===== config.mk =====
export PLATFORM = sky130hd
export DESIGN_NAME = fa_supervisor
export DESIGN_NICKNAME = d
export VERILOG_FILES = /design/src/shared/fa_pkg.sv /design/src/fa_supervisor.sv
export SDC_FILE = /design/constraint.sdc
export NUM_CORES = 1
export LEC_CHECK = 0
export ABC_AREA = 1
export ABC_CLOCK_PERIOD_IN_PS = 2100
export BUFFER_PORTS_ARGS = -buffer_cell sky130_fd_sc_hd__buf_4
export CAP_MARGIN = 10
export CORE_UTILIZATION = 55
export DETAILED_ROUTE_END_ITERATION = 8
export GPL_TIMING_DRIVEN = 0
export PLACE_DENSITY = 0.73
export SYNTH_ARGS = -nofsm -noshare
export SYNTH_HDL_FRONTEND = slang
export SYNTH_SLANG_ARGS = --single-unit

===== constraint.sdc =====
create_clock -name i_clk -period 2.1 [get_ports i_clk]
set_input_delay 0.525 -clock i_clk [delete_from_list [all_inputs] [get_ports i_clk]]
set_output_delay 0.525 -clock i_clk [all_outputs]
set_load 0.1 [all_outputs]

===== src/shared/fa_pkg.sv =====
// Package with register map, field positions, timing and carrier types.
package fa_pkg;

  localparam logic [7:0] OFF_LDO_PROT_CFG   = 8'h01;
  localparam logic [7:0] OFF_FAULT_FLAGS    = 8'h05;
  localparam logic [7:0] OFF_LDO_SOURCE     = 8'h0B;
  localparam logic [7:0] OFF_CONV_OPTIONS   = 8'h10;
  localparam logic [7:0] OFF_LDO_VOLTAGE    = 8'h11;
  localparam logic [7:0] OFF_ALERT_MASK_A   = 8'h1E;
  localparam logic [7:0] OFF_ALERT_MASK_B   = 8'h1F;
  localparam logic [7:0] OFF_ALERT_MASK_C   = 8'h20;

  localparam logic [7:0] RST_LDO_PROT_CFG   = 8'h00;
  localparam logic [7:0] RST_LDO_SOURCE     = 8'h00;
  localparam logic [7:0] RST_CONV_OPTIONS   = 8'h00;
  localparam logic [7:0] RST_LDO_VOLTAGE    = 8'h0D;
  localparam logic [7:0] RST_ALERT_MASK     = 8'h00;

  localparam int BIT_AUX_LDO_OFF            = 0;
  localparam int BIT_FLT_AUX_LDO            = 0;
  localparam int BIT_FLT_THERMAL            = 1;
  localparam int BIT_FLT_FET_OC             = 2;
  localparam int BIT_FLT_WATCHDOG           = 3;
  localparam int BIT_FLT_VIN_OV             = 4;
  localparam int BIT_FLT_VIN_UV             = 5;
  localparam int BIT_ALERT_CLEAR            = 7;
  localparam int BIT_LDO_SOURCE_MANUAL      = 0;
  localparam int BIT_LDO_SOURCE_PICK        = 1;
  localparam int BIT_SKIP_MODE_OFF          = 0;
  localparam int BIT_AUX_FAULT_IGNORE       = 1;
  localparam int LDO_VOLTAGE_BITS           = 5;

  localparam int NUM_SRC                    = 11;
  localparam int SRC_WATCHDOG               = 0;
  localparam int SRC_AUX_LDO                = 1;
  localparam int SRC_THERMAL                = 2;
  localparam int SRC_FET_OC                 = 3;
  localparam int SRC_ADC_DONE               = 4;
  localparam int SRC_STANDBY                = 5;
  localparam int SRC_BUS_TIMEOUT            = 6;
  localparam int SRC_VIN_OV                 = 7;
  localparam int SRC_VIN_UV                 = 8;
  localparam int SRC_LIGHT_LOAD             = 9;
  localparam int SRC_HICCUP                 = 10;
  localparam logic [NUM_SRC-1:0] LEVEL_SRC  = 11'h18F;

  localparam int CLK_PERIOD_NS              = 10;
  localparam int T_LDO_ILIM_NS              = 90000;
  localparam int T_LDO_OFF_MS               = 100;
  localparam int T_BUS_TIMEOUT_MS           = 100;
  localparam int LDO_ILIM_CYC =
    (T_LDO_ILIM_NS + CLK_PERIOD_NS - 1) / CLK_PERIOD_NS;
  localparam int LDO_OFF_CYC  = T_LDO_OFF_MS * 1000000 / CLK_PERIOD_NS;
  localparam int BUS_TMO_CYC  = T_BUS_TIMEOUT_MS * 1000000 / CLK_PERIOD_NS;
  localparam int CNT_W                      = 24;

  // Arbitrary 7-bit bus address of this device.
  localparam logic [6:0] BUS_ADDR_DEFAULT   = 7'h2A;

  typedef struct packed {
    logic scl;
    logic sda;
    logic en;
    logic wdt_expired;
    logic ldo_ilim;
    logic ldo_uv;
    logic thermal_over;
    logic fet_oc;
    logic adc_done;
    logic adc_enabled;
    logic vin_ov;
    logic vin_uv;
    logic light_load_off_state;
    logic hiccup_state;
    logic vin_lower;
    logic low_headroom;
  } fa_pins_s;

  localparam fa_pins_s PINS_IDLE = '{scl: 1'b1, sda: 1'b1, default: 1'b0};

  typedef enum logic {
    PS_STANDBY,
    PS_POWER_ON
  } fa_power_e;

  typedef enum logic [1:0] {
    LS_RUN,
    LS_OFF_WAIT
  } fa_ldo_e;

  typedef enum logic [3:0] {
    BS_IDLE,
    BS_ADDR,
    BS_ADDR_ACK,
    BS_PTR,
    BS_PTR_ACK,
    BS_WDATA,
    BS_WDATA_ACK,
    BS_RDATA,
    BS_RACK
  } fa_bus_e;

endpackage


===== src/fa_supervisor.sv =====
// Fault alert supervisor with serial register slave and LDO retry control.
`timescale 1ns/1ps
// What this block does
// - Each alert source has its own mask bit over three mask registers.
// - Writing 1 to alert-clear releases alerts whose release condition holds.
// - Alert-clear bit self-clears and always reads back zero.
// - Watchdog expiry is a level source; needs reset plus clear write.
// - LDO fault is level; held through regulation loss and shutdown wait.
// - Thermal trip is level; releases only once cool and cleared.
// - Switch overcurrent latches until standby entry plus clear write.
// - ADC conversion done while enabled sets an edge alert.
// - Every standby entry sets an edge alert.
// - Bus command longer than 100ms start to stop raises edge alert.
// - Timeout discards partial data; timer restarts on each start.
// - Input overvoltage is a level source, cleared once gone.
// - Input undervoltage is level; releases once back in range.
// - Light-load off entry sets edge alert, clearable while staying.
// - Hiccup entry sets edge alert released by a clear write.
// - LDO in limit over 90us is shut off 100ms, then retried.
// - LDO limit timeout or undervoltage stops converter switching.
// - Fault-ignore bit keeps converter running through LDO faults.
// - LDO fault stops converter unless fault-ignore is set, and always sets the LDO fault flag.
// - LDO source: lower supply automatically (the other one at low headroom), or manual pick output/input.
// - Starts in standby with defaults; goes to power-on when enabled.
// - A status change drives the alert low unless masked.
// - Thermal flag latches until the host reads it.
module fa_supervisor
  import fa_pkg::*;
#(
  parameter logic [6:0]  BUS_ADDR  = BUS_ADDR_DEFAULT,
  parameter int unsigned ILIM_CYC  = LDO_ILIM_CYC,
  parameter int unsigned OFF_CYC   = LDO_OFF_CYC,
  parameter int unsigned TMO_CYC   = BUS_TMO_CYC
) (
  input  wire logic                        i_clk,
  input  wire logic                        i_arst_n,
  input  wire fa_pins_s                    i_pins,
  output logic                             o_sda_oe,
  output logic                             o_fault_alert_oe,
  output logic                             o_aux_ldo_off,
  output logic                             o_ldo_src_vin,
  output logic                             o_conv_stop,
  output logic                             o_standby_state,
  output logic                             o_skip_mode_off,
  output logic [LDO_VOLTAGE_BITS-1:0]      o_ldo_vsel
);

  fa_pins_s             meta_q;
  fa_pins_s             pin_q;
  fa_pins_s             prev_q;
  fa_power_e            pwr_q;
  fa_ldo_e              ldo_q;
  fa_bus_e              bus_q;
  logic [CNT_W-1:0]     ldo_cnt_q;
  logic [CNT_W-1:0]     tmo_cnt_q;
  logic                 tmo_busy_q;
  logic                 tmo_pulse_q;
  logic [7:0]           cfg_q;
  logic [7:0]           src_q;
  logic [7:0]           opt_q;
  logic [7:0]           vset_q;
  logic [7:0]           mask_a_q;
  logic [7:0]           mask_b_q;
  logic [7:0]           mask_c_q;
  logic [NUM_SRC-1:0]   pend_q;
  logic [NUM_SRC-1:0]   pend_d;
  logic                 fet_latch_q;
  logic                 therm_latch_q;
  logic                 stby_entry_q;
  logic [7:0]           shreg_q;
  logic [3:0]           bitcnt_q;
  logic [7:0]           ptr_q;
  logic                 rnw_q;
  logic                 nack_q;
  logic                 wr_q;
  logic [7:0]           wdata_q;
  logic                 rd_q;
  logic [7:0]           rd_ptr_q;

  function automatic logic [7:0] reg_read(
    input logic [7:0]         addr,
    input logic [7:0]         flags,
    input logic [7:0]         cfg,
    input logic [7:0]         src,
    input logic [7:0]         opt,
    input logic [7:0]         vset,
    input logic [23:0]        masks
  );
    logic [7:0] v;
    v = 8'h00;
    case (addr)
      OFF_LDO_PROT_CFG: v = cfg;
      OFF_FAULT_FLAGS:  v = flags;
      OFF_LDO_SOURCE:   v = src;
      OFF_CONV_OPTIONS: v = opt;
      OFF_LDO_VOLTAGE:  v = vset;
      OFF_ALERT_MASK_A: v = masks[7:0];
      OFF_ALERT_MASK_B: v = masks[15:8];
      OFF_ALERT_MASK_C: v = masks[23:16];
      default:          v = 8'h00;
    endcase
    return v;
  endfunction

  // Bus line conditions seen through the synchronised pins.
  wire scl_rise  = pin_q.scl & ~prev_q.scl;
  wire scl_fall  = ~pin_q.scl & prev_q.scl;
  wire bus_start = pin_q.scl & prev_q.scl & prev_q.sda & ~pin_q.sda;
  wire bus_stop  = pin_q.scl & prev_q.scl & ~prev_q.sda & pin_q.sda;
  wire byte_done = bitcnt_q == 4'h8;

  wire wr_hit_cfg   = wr_q & (ptr_q == OFF_LDO_PROT_CFG);
  wire wr_hit_src   = wr_q & (ptr_q == OFF_LDO_SOURCE);
  wire wr_hit_opt   = wr_q & (ptr_q == OFF_CONV_OPTIONS);
  wire wr_hit_vset  = wr_q & (ptr_q == OFF_LDO_VOLTAGE);
  wire wr_hit_mask_a = wr_q & (ptr_q == OFF_ALERT_MASK_A);
  wire wr_hit_mask_b = wr_q & (ptr_q == OFF_ALERT_MASK_B);
  wire wr_hit_mask_c = wr_q & (ptr_q == OFF_ALERT_MASK_C);
  wire alert_clear  = wr_q & (ptr_q == OFF_FAULT_FLAGS) &
                      wdata_q[BIT_ALERT_CLEAR];
  wire flags_read   = rd_q & (rd_ptr_q == OFF_FAULT_FLAGS);

  wire fault_ignore = opt_q[BIT_AUX_FAULT_IGNORE];
  wire ldo_waiting  = ldo_q == LS_OFF_WAIT;
  wire ldo_bad      = pin_q.ldo_uv | pin_q.ldo_ilim | ldo_waiting;

  wire [NUM_SRC-1:0] mask_vec = {mask_c_q[2:0], mask_b_q[3:0],
                                 mask_a_q[3:0]};

  // Level sources stay active while their condition holds.
  wire [NUM_SRC-1:0] level_now;
  assign level_now[SRC_WATCHDOG]    = pin_q.wdt_expired;
  assign level_now[SRC_AUX_LDO]     = ldo_bad;
  assign level_now[SRC_THERMAL]     = pin_q.thermal_over;
  assign level_now[SRC_FET_OC]      = fet_latch_q;
  assign level_now[SRC_ADC_DONE]    = 1'b0;
  assign level_now[SRC_STANDBY]     = 1'b0;
  assign level_now[SRC_BUS_TIMEOUT] = 1'b0;
  assign level_now[SRC_VIN_OV]      = pin_q.vin_ov;
  assign level_now[SRC_VIN_UV]      = pin_q.vin_uv;
  assign level_now[SRC_LIGHT_LOAD]  = 1'b0;
  assign level_now[SRC_HICCUP]      = 1'b0;

  // Edge sources fire once per entry into their event.
  wire [NUM_SRC-1:0] edge_now;
  assign edge_now[SRC_WATCHDOG]    = 1'b0;
  assign edge_now[SRC_AUX_LDO]     = 1'b0;
  assign edge_now[SRC_THERMAL]     = 1'b0;
  assign edge_now[SRC_FET_OC]      = 1'b0;
  assign edge_now[SRC_ADC_DONE]    = pin_q.adc_done & ~prev_q.adc_done &
                                     pin_q.adc_enabled;
  assign edge_now[SRC_STANDBY]     = stby_entry_q;
  assign edge_now[SRC_BUS_TIMEOUT] = tmo_pulse_q;
  assign edge_now[SRC_VIN_OV]      = 1'b0;
  assign edge_now[SRC_VIN_UV]      = 1'b0;
  assign edge_now[SRC_LIGHT_LOAD]  = pin_q.light_load_off_state &
                                     ~prev_q.light_load_off_state;
  assign edge_now[SRC_HICCUP]      = pin_q.hiccup_state &
                                     ~prev_q.hiccup_state;

  // A new event wins over a clear in the same cycle.
  assign pend_d = level_now | edge_now |
                  (alert_clear ? '0 : pend_q);

  wire [7:0] flags_rd;
  assign flags_rd[BIT_FLT_AUX_LDO]  = pend_q[SRC_AUX_LDO];
  assign flags_rd[BIT_FLT_THERMAL]  = therm_latch_q;
  assign flags_rd[BIT_FLT_FET_OC]   = fet_latch_q;
  assign flags_rd[BIT_FLT_WATCHDOG] = pin_q.wdt_expired;
  assign flags_rd[BIT_FLT_VIN_OV]   = pin_q.vin_ov;
  assign flags_rd[BIT_FLT_VIN_UV]   = pin_q.vin_uv;
  assign flags_rd[6]                = 1'b0;
  assign flags_rd[BIT_ALERT_CLEAR]  = 1'b0;

  wire [7:0] rd_val = reg_read(ptr_q, flags_rd, cfg_q, src_q, opt_q,
                               vset_q, {mask_c_q, mask_b_q, mask_a_q});

  wire auto_src_vin = pin_q.vin_lower ^ pin_q.low_headroom;
  wire src_vin_d    = src_q[BIT_LDO_SOURCE_MANUAL] ?
                      src_q[BIT_LDO_SOURCE_PICK] : auto_src_vin;
  wire ldo_trip     = (ldo_q == LS_RUN) & pin_q.ldo_ilim &
                      (ldo_cnt_q == CNT_W'(ILIM_CYC - 1));
  wire conv_stop_d  = ~fault_ignore & (ldo_waiting | ldo_trip |
                      pin_q.ldo_uv);
  wire tmo_hit      = tmo_busy_q & ~bus_start & ~bus_stop &
                      (tmo_cnt_q == CNT_W'(TMO_CYC - 1));

  // Outside pins pass two flip-flops before use.
  always_ff @(posedge i_clk or negedge i_arst_n) begin
    if (!i_arst_n) begin
      meta_q <= PINS_IDLE;
      pin_q  <= PINS_IDLE;
      prev_q <= PINS_IDLE;
    end else begin
      meta_q <= i_pins;
      pin_q  <= meta_q;
      prev_q <= pin_q;
    end
  end

  always_ff @(posedge i_clk or negedge i_arst_n) begin
    if (!i_arst_n) begin
      cfg_q    <= RST_LDO_PROT_CFG;
      src_q    <= RST_LDO_SOURCE;
      opt_q    <= RST_CONV_OPTIONS;
      vset_q   <= RST_LDO_VOLTAGE;
      mask_a_q <= RST_ALERT_MASK;
      mask_b_q <= RST_ALERT_MASK;
      mask_c_q <= RST_ALERT_MASK;
    end else begin
      if (wr_hit_cfg)    cfg_q    <= wdata_q;
      if (wr_hit_src)    src_q    <= wdata_q;
      if (wr_hit_opt)    opt_q    <= wdata_q;
      if (wr_hit_vset)   vset_q   <= wdata_q;
      if (wr_hit_mask_a) mask_a_q <= wdata_q;
      if (wr_hit_mask_b) mask_b_q <= wdata_q;
      if (wr_hit_mask_c) mask_c_q <= wdata_q;
    end
  end

  // Pending flags, latches and the registered open-drain alert drive.
  always_ff @(posedge i_clk or negedge i_arst_n) begin
    if (!i_arst_n) begin
      pend_q           <= '0;
      fet_latch_q      <= 1'b0;
      therm_latch_q    <= 1'b0;
      o_fault_alert_oe <= 1'b0;
    end else begin
      pend_q           <= pend_d;
      o_fault_alert_oe <= |(pend_d & ~mask_vec);
      fet_latch_q      <= pin_q.fet_oc |
                          (fet_latch_q & ~(pwr_q == PS_STANDBY));
      therm_latch_q    <= pin_q.thermal_over |
                          (therm_latch_q & ~flags_read);
    end
  end

  // Standby and power-on states.
  always_ff @(posedge i_clk or negedge i_arst_n) begin
    if (!i_arst_n) begin
      pwr_q        <= PS_STANDBY;
      stby_entry_q <= 1'b0;
    end else begin
      stby_entry_q <= 1'b0;
      case (pwr_q)
        PS_STANDBY:  if (pin_q.en) pwr_q <= PS_POWER_ON;
        PS_POWER_ON: begin
          if (!pin_q.en) begin
            pwr_q        <= PS_STANDBY;
            stby_entry_q <= 1'b1;
          end
        end
        default:     pwr_q <= PS_STANDBY;
      endcase
    end
  end

  // LDO current-limit timer and shutdown retry cycle.
  always_ff @(posedge i_clk or negedge i_arst_n) begin
    if (!i_arst_n) begin
      ldo_q     <= LS_RUN;
      ldo_cnt_q <= '0;
    end else begin
      case (ldo_q)
        LS_RUN: begin
          if (!pin_q.ldo_ilim) begin
            ldo_cnt_q <= '0;
          end else if (ldo_trip) begin
            ldo_q     <= LS_OFF_WAIT;
            ldo_cnt_q <= '0;
          end else begin
            ldo_cnt_q <= ldo_cnt_q + 1'b1;
          end
        end
        LS_OFF_WAIT: begin
          if (ldo_cnt_q == CNT_W'(OFF_CYC - 1)) begin
            ldo_q     <= LS_RUN;
            ldo_cnt_q <= '0;
          end else begin
            ldo_cnt_q <= ldo_cnt_q + 1'b1;
          end
        end
        default: begin
          ldo_q     <= LS_RUN;
          ldo_cnt_q <= '0;
        end
      endcase
    end
  end

  always_ff @(posedge i_clk or negedge i_arst_n) begin
    if (!i_arst_n) begin
      o_aux_ldo_off   <= 1'b0;
      o_ldo_src_vin   <= 1'b0;
      o_conv_stop     <= 1'b0;
      o_standby_state <= 1'b1;
      o_skip_mode_off <= 1'b0;
      o_ldo_vsel      <= '0;
    end else begin
      o_aux_ldo_off   <= cfg_q[BIT_AUX_LDO_OFF] | ldo_waiting;
      o_ldo_src_vin   <= src_vin_d;
      o_conv_stop     <= conv_stop_d;
      o_standby_state <= pwr_q == PS_STANDBY;
      o_skip_mode_off <= opt_q[BIT_SKIP_MODE_OFF];
      o_ldo_vsel      <= vset_q[LDO_VOLTAGE_BITS-1:0];
    end
  end

  // Command timer runs from each start to the matching stop.
  always_ff @(posedge i_clk or negedge i_arst_n) begin
    if (!i_arst_n) begin
      tmo_busy_q  <= 1'b0;
      tmo_cnt_q   <= '0;
      tmo_pulse_q <= 1'b0;
    end else begin
      tmo_pulse_q <= tmo_hit;
      if (bus_start) begin
        tmo_busy_q <= 1'b1;
        tmo_cnt_q  <= '0;
      end else if (bus_stop || tmo_hit) begin
        tmo_busy_q <= 1'b0;
        tmo_cnt_q  <= '0;
      end else if (tmo_busy_q) begin
        tmo_cnt_q  <= tmo_cnt_q + 1'b1;
      end
    end
  end

  // Serial register slave: address, pointer, then data bytes.
  always_ff @(posedge i_clk or negedge i_arst_n) begin
    if (!i_arst_n) begin
      bus_q    <= BS_IDLE;
      shreg_q  <= '0;
      bitcnt_q <= '0;
      ptr_q    <= '0;
      rnw_q    <= 1'b0;
      nack_q   <= 1'b0;
      wr_q     <= 1'b0;
      wdata_q  <= '0;
      rd_q     <= 1'b0;
      rd_ptr_q <= '0;
      o_sda_oe <= 1'b0;
    end else begin
      wr_q <= 1'b0;
      rd_q <= 1'b0;
      if (tmo_hit || bus_stop) begin
        bus_q    <= BS_IDLE;
        bitcnt_q <= '0;
        o_sda_oe <= 1'b0;
      end else if (bus_start) begin
        bus_q    <= BS_ADDR;
        bitcnt_q <= '0;
        o_sda_oe <= 1'b0;
      end else if (scl_rise) begin
        case (bus_q)
          BS_ADDR, BS_PTR, BS_WDATA: begin
            shreg_q  <= {shreg_q[6:0], pin_q.sda};
            bitcnt_q <= bitcnt_q + 1'b1;
          end
          BS_RDATA: bitcnt_q <= bitcnt_q + 1'b1;
          BS_RACK:  nack_q   <= pin_q.sda;
          default:  nack_q   <= nack_q;
        endcase
      end else if (scl_fall) begin
        case (bus_q)
          BS_ADDR: begin
            if (byte_done && shreg_q[7:1] == BUS_ADDR) begin
              bus_q    <= BS_ADDR_ACK;
              rnw_q    <= shreg_q[0];
              o_sda_oe <= 1'b1;
            end else if (byte_done) begin
              bus_q    <= BS_IDLE;
            end
          end
          BS_PTR: begin
            if (byte_done) begin
              ptr_q    <= shreg_q;
              bus_q    <= BS_PTR_ACK;
              o_sda_oe <= 1'b1;
            end
          end
          BS_WDATA: begin
            if (byte_done) begin
              wr_q     <= 1'b1;
              wdata_q  <= shreg_q;
              bus_q    <= BS_WDATA_ACK;
              o_sda_oe <= 1'b1;
            end
          end
          BS_ADDR_ACK, BS_RACK: begin
            bitcnt_q <= '0;
            if (bus_q == BS_RACK && nack_q) begin
              bus_q    <= BS_IDLE;
              o_sda_oe <= 1'b0;
            end else if (bus_q == BS_RACK || rnw_q) begin
              shreg_q  <= rd_val;
              rd_q     <= 1'b1;
              rd_ptr_q <= ptr_q;
              bus_q    <= BS_RDATA;
              o_sda_oe <= ~rd_val[7];
            end else begin
              bus_q    <= BS_PTR;
              o_sda_oe <= 1'b0;
            end
          end
          BS_PTR_ACK, BS_WDATA_ACK: begin
            if (bus_q == BS_WDATA_ACK) ptr_q <= ptr_q + 1'b1;
            bitcnt_q <= '0;
            bus_q    <= BS_WDATA;
            o_sda_oe <= 1'b0;
          end
          BS_RDATA: begin
            if (byte_done) begin
              ptr_q    <= ptr_q + 1'b1;
              bus_q    <= BS_RACK;
              o_sda_oe <= 1'b0;
            end else begin
              o_sda_oe <= ~shreg_q[3'(4'h7 - bitcnt_q)];
            end
          end
          default: o_sda_oe <= 1'b0;
        endcase
      end
    end
  end

endmodule


==> results.json, run 1 <==
{
  "outcome": "finished clean",
  "grt_pass1_wl_mm": 40.9,
  "combPwrFrac_pct": 4.6,
  "finalSetupViolCount": 0,
  "fin_cells": 1614,
  "cts_tree": "yes",
  "synth_edf_count": 0,
  "critPathTopFamily": "buffers and inverters",
  "cts_made_buffers": 24,
  "syn-num-nets": 1329,
  "drive_gt1_share_pct": 13.8,
  "first_pass_iters": 5,
  "clockRootBuffer": "clkbuf_16",
  "crit_fanout": 10,
  "met1_usage_pct": 35.9,
  "core_area_um2": 18800,
  "cp.buffers_inverters": 3,
  "sequentialPowerShare_pct": 48.5,
  "yosysWarnings": 0,
  "grt_overflow": 0,
  "internal_power_w": 0.00693,
  "final_util_pct": 63.9,
  "grt_util_met3_pct": 3.46,
  "criticalPathCategory": "flop to flop",
  "dr.first_iter.drc_count": 665,
  "fp.dieArea_um2": 19800,
  "post-place-ws_ns": 0.00777,
  "wl_per_cell_um": 15.2,
  "vias": 8681,
  "critPathSlowestCell": "dfstp_2",
  "antenna_found_initial": 0,
  "hold_viol_final": 0,
  "start_util_pct": 56.3,
  "gp_congestion": 0.919,
  "cp_cell_sequence": "ha_1 > buf_2 > clkbuf_1 > nand2_1 > nand2_1 > inv_1 > nand3_1 > nand2_1",
  "avgViaCountPerCell": 5.38,
  "ys_ff_latch": 215,
  "area_delta_synth_final_pct": 13.6,
  "cp_data_required_time_ns": 2.49,
  "r2r-end": "bitcnt_q[0]$_DFFE_PN0P_",
  "drcViolationCount": 0,
  "cts_hold_buf": 0,
  "die_h_um": 141,
  "period_share_pct": 93.3,
  "worst_pin_slew_ns": 0.801,
  "dpl.hpwl_mm": 17.5,
  "rows": 50,
  "hp-class": "input pin to async pin",
  "path_common_cell": "nand2_1",
  "placed_cells": 1564,
  "power.density_nw_per_um2": 741,
  "antenna_left": 0,
  "mostFrequentLayoutCells": "nand2_1, dfrtp_1, nor2_1",
  "cts_sinks": 215,
  "clkPwrFrac_pct": 46.9,
  "cap_violations": 0,
  "r2r_start": "pin_q[15]$_DFF_PN1_",
  "port_buffers": 29,
  "final_common_cell": "nand2_1",
  "syn_inst": 1300,
  "syn_area_um2": 10600,
  "grt_use_total_pct": 25.8,
  "ys_types": 44,
  "relSlewSlack_pct": 46.6,
  "p_sw_w": 0.00197,
  "clock_latency_ns": 0.52,
  "worst_slack_ns": 0.141,
  "peakVddDrop_v": 0.000818,
  "grt_max_degree": 112,
  "p_leak_nw": 5.83,
  "maxSlewViolCount": 0,
  "ys_seq_area_share_pct": 51.1,
  "min_period_ns": 1.96,
  "fin_skew_ns": 0.0229,
  "clock_path_buffers": 3,
  "fmax_ghz": 0.511,
  "nNetsFinal": 1392,
  "grt_pass1_vias": 8305,
  "async_reset_ff_share_pct": 100,
  "fin_hold_ws_ns": 0.0642,
  "reg2reg_depth": 8,
  "syn-mean-instance-area_um2": 8.12,
  "diodes": 0,
  "htreeDepth": 1,
  "die-width_um": 141,
  "use_met2_pct": 42.5,
  "busiest_layer": "met2",
  "ioPinCount": 30,
  "clk_pin_slew_ns": 0.06,
  "cp_slowest_stage_delay_ns": 0.55,
  "ff2ff_setup_slack_ns": 0.14,
  "tns_ns": 0,
  "netSwitchingFraction_pct": 22.1,
  "worst_setup_path_start_kind": "flop",
  "cp-end-kind": "flop",
  "rsz0062_at_grt": "no",
  "wirelength_mm": 24.5,
  "arrival_ns": 2.35,
  "ys.flop_type": "dfrtp_1"
}
## flip-flops by register name, indices dropped and copies added, names as in the netlist, 8 cells and up
register,cells
ldo_cnt_q,24
tmo_cnt_q,24
meta_q,16
pin_q,12
pend_q,11
cfg_q,8
mask_a_q,8
mask_b_q,8
mask_c_q,8
opt_q,8
ptr_q,8
rd_ptr_q,8
shreg_q,8
src_q,8
vset_q,8
wdata_q,8
## area by class of cell
cell class,instances,area (um^2)
Clock buffer,38,754
Fill cell,1646,6770
Buffer,34,243
Sequential cell,215,5400
Clock inverter,5,50.0
Tap cell,234,293
Timing Repair Buffer,38,325
Multi-Input combinational cell,914,4420
Inverter,136,517
## metal layers
metal  up-vias  wire, um
li1       4271         -
met1      4149     11100
met2       213     11600
met3        48      1190
met4         0       619
met5         -         0
## Yosys cell counts (2+ instances only)
cell,instances,area [um^2]
buf_6,10,113
o21ai_1,20,100
nand2_4,3,33.8
nor2_8,3,60.1
dfrtp_1,205,5130
o21ai_0,60,300
nand4_1,31,194
nor2_1,126,473
clkinv_1,2,7.51
o21a_1,6,45.0
nand3_2,8,80.1
inv_2,13,48.8
dfstp_2,10,263
clkbuf_1,7,26.3
nand2_1,399,1500
inv_1,121,454
nand3b_1,4,30.0
nor2_4,6,67.6
a31oi_1,2,12.5
xnor2_1,4,35.0
a21oi_1,14,70.1
nor4_1,5,31.3
nor3b_1,4,30.0
nand2_2,19,119
and3_1,2,12.5
xor2_1,20,175
ha_1,11,138
or2_2,2,12.5
buf_4,7,52.6
buf_2,11,55.1
nor3_1,24,120
nand3_1,118,591
nor2_2,11,68.8
o21ai_2,2,17.5
## power by group through the flow
| stage | clock network [W] | registers, W | logic, W |
|---|---|---|---|
| 6_report | 0.00418 | 0.00431 | 0.000406 |
| 2_1_floorplan | 0 | 0.00439 | 0.000204 |
| 3_5_place_dp | 0 | 0.00438 | 0.000414 |
| 5_1_grt | 0.00443 | 0.00432 | 0.000462 |
| 3_3_place_gp | 0 | 0.00438 | 0.000400 |
| 4_1_cts | 0.00425 | 0.00431 | 0.000416 |
## worst max path at each step
stage                     cells after the start  slack [ns]                 endpoint                     from
after global placement                        1       -1.03     bus_q[1]$_DFFE_PN0P_                 i_arst_n
after floorplan                              10        0.30     ptr_q[6]$_DFFE_PN0P_     prev_q[15]$_DFF_PN1_
after global routing                          9        0.01     bus_q[2]$_DFFE_PN0P_     prev_q[15]$_DFF_PN1_
after CTS                                    10        0.02     ptr_q[3]$_DFFE_PN0P_  bitcnt_q[0]$_DFFE_PN0P_
after detailed placement                     10       0.008   wdata_q[0]$_DFFE_PN0P_  bitcnt_q[0]$_DFFE_PN0P_
final                                         8        0.14  bitcnt_q[0]$_DFFE_PN0P_      pin_q[15]$_DFF_PN1_
## per-stage QoR
step,power (W),area (um^2)
after floorplan,0.00459,10600
after global placement,0.00478,11100
after detailed placement,0.00479,11100
after CTS,0.00898,11900
after global routing,0.00921,12000
final,0.00889,12000
## repair_timing
| action | CTS | global route |
|---|---|---|
| buffers inserted | 1 | 7 |
| gates cloned | 0 | 0 |
| resized for setup | 0 | 8 |
| endpoints found under the setup margin | 3 | 28 |
| pin swaps | 1 | 3 |
## kinds of logic (layout without fill, tap and decap cells)
family	count (synthesis)	after routing	synth area share, %
adder cells (fa/ha/maj)	11	11	1.30
buffers and inverters	171	251	7.17
AND/OR/NAND/NOR	768	768	32.8
flip-flops	215	215	51.1
AO/OA/AOI/OAI	111	111	5.71
XOR/XNOR	24	24	1.99
No activity file was read; power rests on OpenSTA's default activity.
==> run 2, diff against run 1 <==
- ABC_AREA: 1 -> 0
- BUFFER_PORTS_ARGS: -buffer_cell sky130_fd_sc_hd__buf_4 -> -buffer_cell sky130_fd_sc_hd__buf_2
==> run 2 against run 1 <==
Net effect:
- critical path type unchanged
- critical endpoint is now o_fault_alert_oe$_DFF_PN0_
- the flow now finishes with violations (negative setup slack)
- total power rose by 4.2%
- non-clock buffer count rose by 36
- via count fell by 16%
==> results.json, run 2 <==
{
  "gp_congestion": 0.904,
  "critPathSlowestCell": "dfrtp_2",
  "netSwitchingFraction_pct": 24.2,
  "rows": 48,
  "grt_max_degree": 112,
  "die-width_um": 136,
  "fmax_ghz": 0.456,
  "cap_violations": 0,
  "diodes": 0,
  "critPathTopFamily": "simple AND/OR/NAND/NOR gates",
  "internal_power_w": 0.00703,
  "final_common_cell": "dfrtp_1",
  "syn-mean-instance-area_um2": 11.2,
  "ys_types": 70,
  "drive_gt1_share_pct": 32.0,
  "rsz0062_at_grt": "yes",
  "area_delta_synth_final_pct": 21.9,
  "clk_pin_slew_ns": 0.06,
  "period_share_pct": 104,
  "dr.first_iter.drc_count": 641,
  "async_reset_ff_share_pct": 100,
  "grt_overflow": 0,
  "yosysMostFrequentCell": "dfrtp_1",
  "p_leak_nw": 5.32,
  "power.density_nw_per_um2": 770,
  "synth_edf_count": 0,
  "vias": 7327,
  "syn_inst": 881,
  "worst_setup_path_start_kind": "flop",
  "synth_area_leaders": "dfrtp_1, mux2_2, nor2_1",
  "hold_viol_final": 0,
  "grt_pass1_vias": 7074,
  "htreeDepth": 1,
  "arrival_ns": 2.56,
  "yosys-top-cells-count": "dfrtp_1, nor2_1, mux2_2",
  "fp.dieArea_um2": 18500,
  "ioPinCount": 30,
  "cp_data_required_time_ns": 2.47,
  "cp_slowest_stage_delay_ns": 0.46,
  "min_period_ns": 2.19,
  "fin_cells": 1208,
  "combPwrFrac_pct": 8.0,
  "port_buffers": 29,
  "worst_pin_slew_ns": 0.790,
  "crit_fanout": 5,
  "ys_seq_area_share_pct": 54.6,
  "fin_skew_ns": 0.0123,
  "yosysTopAreaCell": "dfrtp_1",
  "outcome": "finished, violations left",
  "avgViaCountPerCell": 6.07,
  "sequentialPowerShare_pct": 49.3,
  "clock_latency_ns": 0.50,
  "worst_slack_ns": -0.0939,
  "die_h_um": 136,
  "place_area_um2": 10300,
  "hp-class": "input pin to async pin",
  "clockRootBuffer": "clkbuf_16",
  "antenna_found_initial": 0,
  "nNetsFinal": 996,
  "grt_use_total_pct": 25.6,
  "criticalPathCategory": "flop to flop",
  "finalSetupViolCount": 9,
  "start_util_pct": 56.7,
  "mostFrequentLayoutCells": "dfrtp_1, nor2_1, mux2_2",
  "cp.buffers_inverters": 1,
  "fin_area_um2": 12000,
  "ys_ff_latch": 215,
  "wl_per_cell_um": 19.4,
  "violations": "negative setup slack",
  "final_util_pct": 69.1,
  "first_pass_iters": 5,
  "cp-end-kind": "flop",
  "placed_cells": 1136,
  "cts_sinks": 215,
  "syn_area_um2": 9870,
  "wirelength_mm": 23.4,
  "clock_path_buffers": 3,
  "top_regs": "ldo_cnt_q (24), tmo_cnt_q (24), meta_q (16)",
  "syn-num-nets": 910,
  "core_area_um2": 17400,
  "cp_cell_sequence": "nor4b_4 > nand4_1 > buf_4 > a2111o_1 > a2bb2o_4 > or3_4",
  "synth_top_cell_area_share_pct": 52.0,
  "peakVddDrop_v": 0.000642,
  "dpl.hpwl_mm": 14.7,
  "maxSlewViolCount": 0,
  "cts_made_buffers": 23,
  "ys.flop_type": "dfrtp_1",
  "grt_pass1_wl_mm": 36.9,
  "cts_tree": "yes",
  "yosysWarnings": 0,
  "fin_hold_ws_ns": 0.0917,
  "drcViolationCount": 0,
  "tns_ns": -0.306,
  "relSlewSlack_pct": 47.4,
  "p_sw_w": 0.00224,
  "clkPwrFrac_pct": 42.7,
  "antenna_left": 0
}
[run 2: cell types whose count changed after synthesis, moves of 18 or more]
| cell | delta |
|---|---|
| mux2_2 | +73 |
| a22oi_1 | +18 |
| nand3_1 | -91 |
| clkbuf_1 | +30 |
| o21ai_1 | -20 |
| nand2_1 | -345 |
| nand2_2 | -19 |
| inv_1 | -92 |
| nor2_1 | -49 |
| o21ai_0 | -43 |
[run 2: area by class of cell]
type | instances | area, um^2
flip-flops and latches | 215 | 5410
fillers | 1262 | 5390
multi-input cells | 590 | 4680
clock buffers | 33 | 683
repair buffers | 72 | 544
well taps | 225 | 282
plain buffers | 36 | 251
inverters | 29 | 109
clock inverters | 8 | 70.1
[run 2: cell families (layout without fill, tap and decap cells)]
family                   after synthesis  count (layout)  share of synthesized area (%)
AO/OA/AOI/OAI                        149             149                           10.9
multiplexers                          80              80                           9.29
adder cells (fa/ha/maj)               11              11                           1.39
AND/OR/NAND/NOR                      304             304                           16.7
XOR/XNOR                              46              46                           4.08
buffers and inverters                 76             178                           3.00
flip-flops                           215             215                           54.6
[run 2: metrics by stage]
stage	worst slack (ns)	total power, W
floorplan	-0.0847	0.00495
global placement	-3.07	0.00519
detailed placement	-0.686	0.00523
CTS	-0.0801	0.00924
global route	-0.168	0.00961
finish	-0.0939	0.00927
[run 2: final timing paths]
kind	slack (ns)	end	cells after the start	from
worst max-delay path	-0.09	o_fault_alert_oe$_DFF_PN0_	6	ptr_q[7]$_DFFE_PN0P_
worst min-delay path	0.09	src_q[4]$_DFFE_PN0P_	1	i_arst_n
worst max register to register	-0.09	o_fault_alert_oe$_DFF_PN0_	6	ptr_q[7]$_DFFE_PN0P_
worst min register to register	0.35	pin_q[2]$_DFF_PN0_	0	meta_q[2]$_DFF_PN0_
max in group asynchronous	1.01	tmo_cnt_q[17]$_DFFE_PN0P_	2	i_arst_n
min in group i_clk	0.12	meta_q[15]$_DFF_PN1_	1	i_pins[15]
[run 2: power by group through the flow]
stage          logic (W)  registers [W]  clock network (W)
2_1_floorplan   0.000396        0.00456                  0
3_3_place_gp    0.000596        0.00460                  0
3_5_place_dp    0.000624        0.00461                  0
4_1_cts         0.000659        0.00454            0.00404
5_1_grt         0.000823        0.00459            0.00420
6_report        0.000743        0.00457            0.00395
[run 2: routing by layer]
layer	up-vias	global-route usage, %	wire length, um
met5	-	0	0
met4	0	7.78	529
met3	50	3.50	1240
met2	250	42.4	11300
met1	3664	35.0	10300
li1	3363	-	-
[run 2: timing repair]
item | 4_1_cts | 5_1_grt
endpoints found under the setup margin | 147 | 106
pin swaps | 13 | 20
buffers inserted | 27 | 15
gates resized for setup | 82 | 95
hold endpoints to repair | 0 | 0
hold buffers | 0 | 0
==> run 3, diff against run 2 <==
- ABC_CLOCK_PERIOD_IN_PS: 2100 -> 2000
- PLACE_DENSITY: 0.73 -> 0.76
- REMOVE_ABC_BUFFERS: not set -> 1
- SETUP_SLACK_MARGIN: not set -> 0.1
- clock period: 2.1 -> 2 ns (I/O delays scaled with it)
==> run 3 against run 2 <==
Net effect:
- the run still ends with negative setup slack left
- combinational power grew 34%
- sequential power grew 5.7%
- critical endpoint unchanged
- sequential share of layout area shrank 3.6 points
- fmax shrank 5.4%
- routed wire length grew 20%
==> results.json, run 3 (synthesis results as in run 2) <==
{
  "grt_pass1_vias": 7752,
  "reg2reg_depth": 8,
  "die_h_um": 136,
  "core_area_um2": 17400,
  "maxSlewViolCount": 0,
  "grt_pass1_wl_mm": 40.9,
  "cts_sinks": 215,
  "wirelength_mm": 28.1,
  "fin_skew_ns": 0.0164,
  "diodes": 0,
  "first_pass_iters": 5,
  "period_share_pct": 116,
  "dpl.hpwl_mm": 13.5,
  "mostFrequentLayoutCells": "dfrtp_1, buf_4, mux2_2",
  "clockRootBuffer": "clkbuf_16",
  "grt_overflow": 0,
  "p_leak_nw": 5.72,
  "start_util_pct": 56.7,
  "fin_hold_ws_ns": 0.00887,
  "htreeDepth": 1,
  "min_period_ns": 2.32,
  "final_util_pct": 75.4,
  "die-width_um": 136,
  "rsz0062_at_grt": "yes",
  "finalSetupViolCount": 59,
  "vias": 8049,
  "port_buffers": 29,
  "crit_fanout": 3,
  "top_regs": "ldo_cnt_q (24), tmo_cnt_q (24), meta_q (16)",
  "worst_setup_path_start_kind": "flop",
  "tns_ns": -3.17,
  "nNetsFinal": 1039,
  "fmax_ghz": 0.431,
  "drcViolationCount": 0,
  "violations": "negative setup slack",
  "drive_gt1_share_pct": 42.6,
  "gp_congestion": 0.827,
  "rows": 48,
  "power.density_nw_per_um2": 779,
  "worst_slack_ns": -0.318,
  "hp-class": "input pin to async pin",
  "arrival_ns": 2.70,
  "cp-end-kind": "flop",
  "area_delta_synth_final_pct": 33.0,
  "peakVddDrop_v": 0.000759,
  "cap_violations": 0,
  "relSlewSlack_pct": 46.9,
  "wl_per_cell_um": 22.4,
  "criticalPathCategory": "flop to flop",
  "grt_max_degree": 110,
  "cts_made_buffers": 24,
  "antenna_left": 0,
  "cts_hold_buf": 0,
  "clock_path_buffers": 3,
  "hold_viol_final": 0,
  "outcome": "finished, violations left",
  "worst_pin_slew_ns": 0.797,
  "grt_use_total_pct": 28.4,
  "final_common_cell": "dfrtp_1",
  "cp_data_required_time_ns": 2.39,
  "dr.first_iter.drc_count": 762,
  "clock_latency_ns": 0.52,
  "avgViaCountPerCell": 6.42,
  "total_power_w": 0.0102,
  "clk_pin_slew_ns": 0.07,
  "ioPinCount": 30,
  "antenna_found_initial": 0,
  "cts_tree": "yes",
  "fp.dieArea_um2": 18500
}
[run 3: per-layer routing]
metal / vias to the layer above / GRT usage [%] / routed length, um / share of wire (%)
met2: 393 / 47.7 / 14000 / 50
met5: - / 0 / 0 / 0
met3: 106 / 4.06 / 1600 / 5.7
met4: 0 / 11.2 / 1210 / 4.3
met1: 4097 / 37.2 / 11200 / 40
li1: 3453 / - / - / -
[run 3: per-stage QoR]
stage	area (um^2)	worst slack, ns	instances
after detailed placement	10200	-1.71	1091
after global placement	10100	-3.14	1088
after CTS	12200	-0.227	1198
final	13100	-0.318	1253
after floorplan	9680	-0.781	834
after global routing	13100	-0.329	1253
[run 3: final cells by class]
type                       count  area [um^2]
inverter                      29          113
clock inverter                11         91.3
tap                          225          282
fill                        1017         4290
multi-input combinational    593         5190
timing repair buffer         147         1310
sequential                   215         5430
clock buffer                  33          706
[run 3: power by group]
group / switching (W) / internal (W)
clock: 0.00180 / 0.00260
combinational: 0.000526 / 0.000466
sequential: 0.000295 / 0.00454
total: 0.00263 / 0.00760
[run 3: worst paths after layout]
check	endpoint	slack, ns	start
worst max-delay path	o_fault_alert_oe$_DFF_PN0_	-0.32	ptr_q[1]$_DFFE_PN0P_
worst max register to register	o_fault_alert_oe$_DFF_PN0_	-0.32	ptr_q[1]$_DFFE_PN0P_
min in group i_clk	meta_q[14]$_DFF_PN1_	0.08	i_pins[14]
worst min-delay path	vset_q[4]$_DFFE_PN0P_	0.009	i_arst_n
max in group asynchronous	tmo_cnt_q[16]$_DFFE_PN0P_	0.94	i_arst_n
worst min register to register	pin_q[3]$_DFF_PN0_	0.35	meta_q[3]$_DFF_PN0_
[run 3: repair_timing]
| action | CTS | global route |
|---|---|---|
| gates resized for setup | 178 | 111 |
| setup endpoints to repair | 160 | 127 |
| pin swaps | 41 | 53 |
| endpoints found under the hold margin | 0 | 0 |
| gates cloned | 7 | 2 |
| setup buffers | 56 | 54 |
[run 3: worst max-delay path: stages (launching register included)]
cell and delay, ns:
dfrtp_1 0.42, inv_2 0.09, ha_4 0.18, nor2b_4 0.15, nand4_1 0.25, buf_6 0.23, a21o_1 0.18, a221o_1 0.31
or3_4 0.37
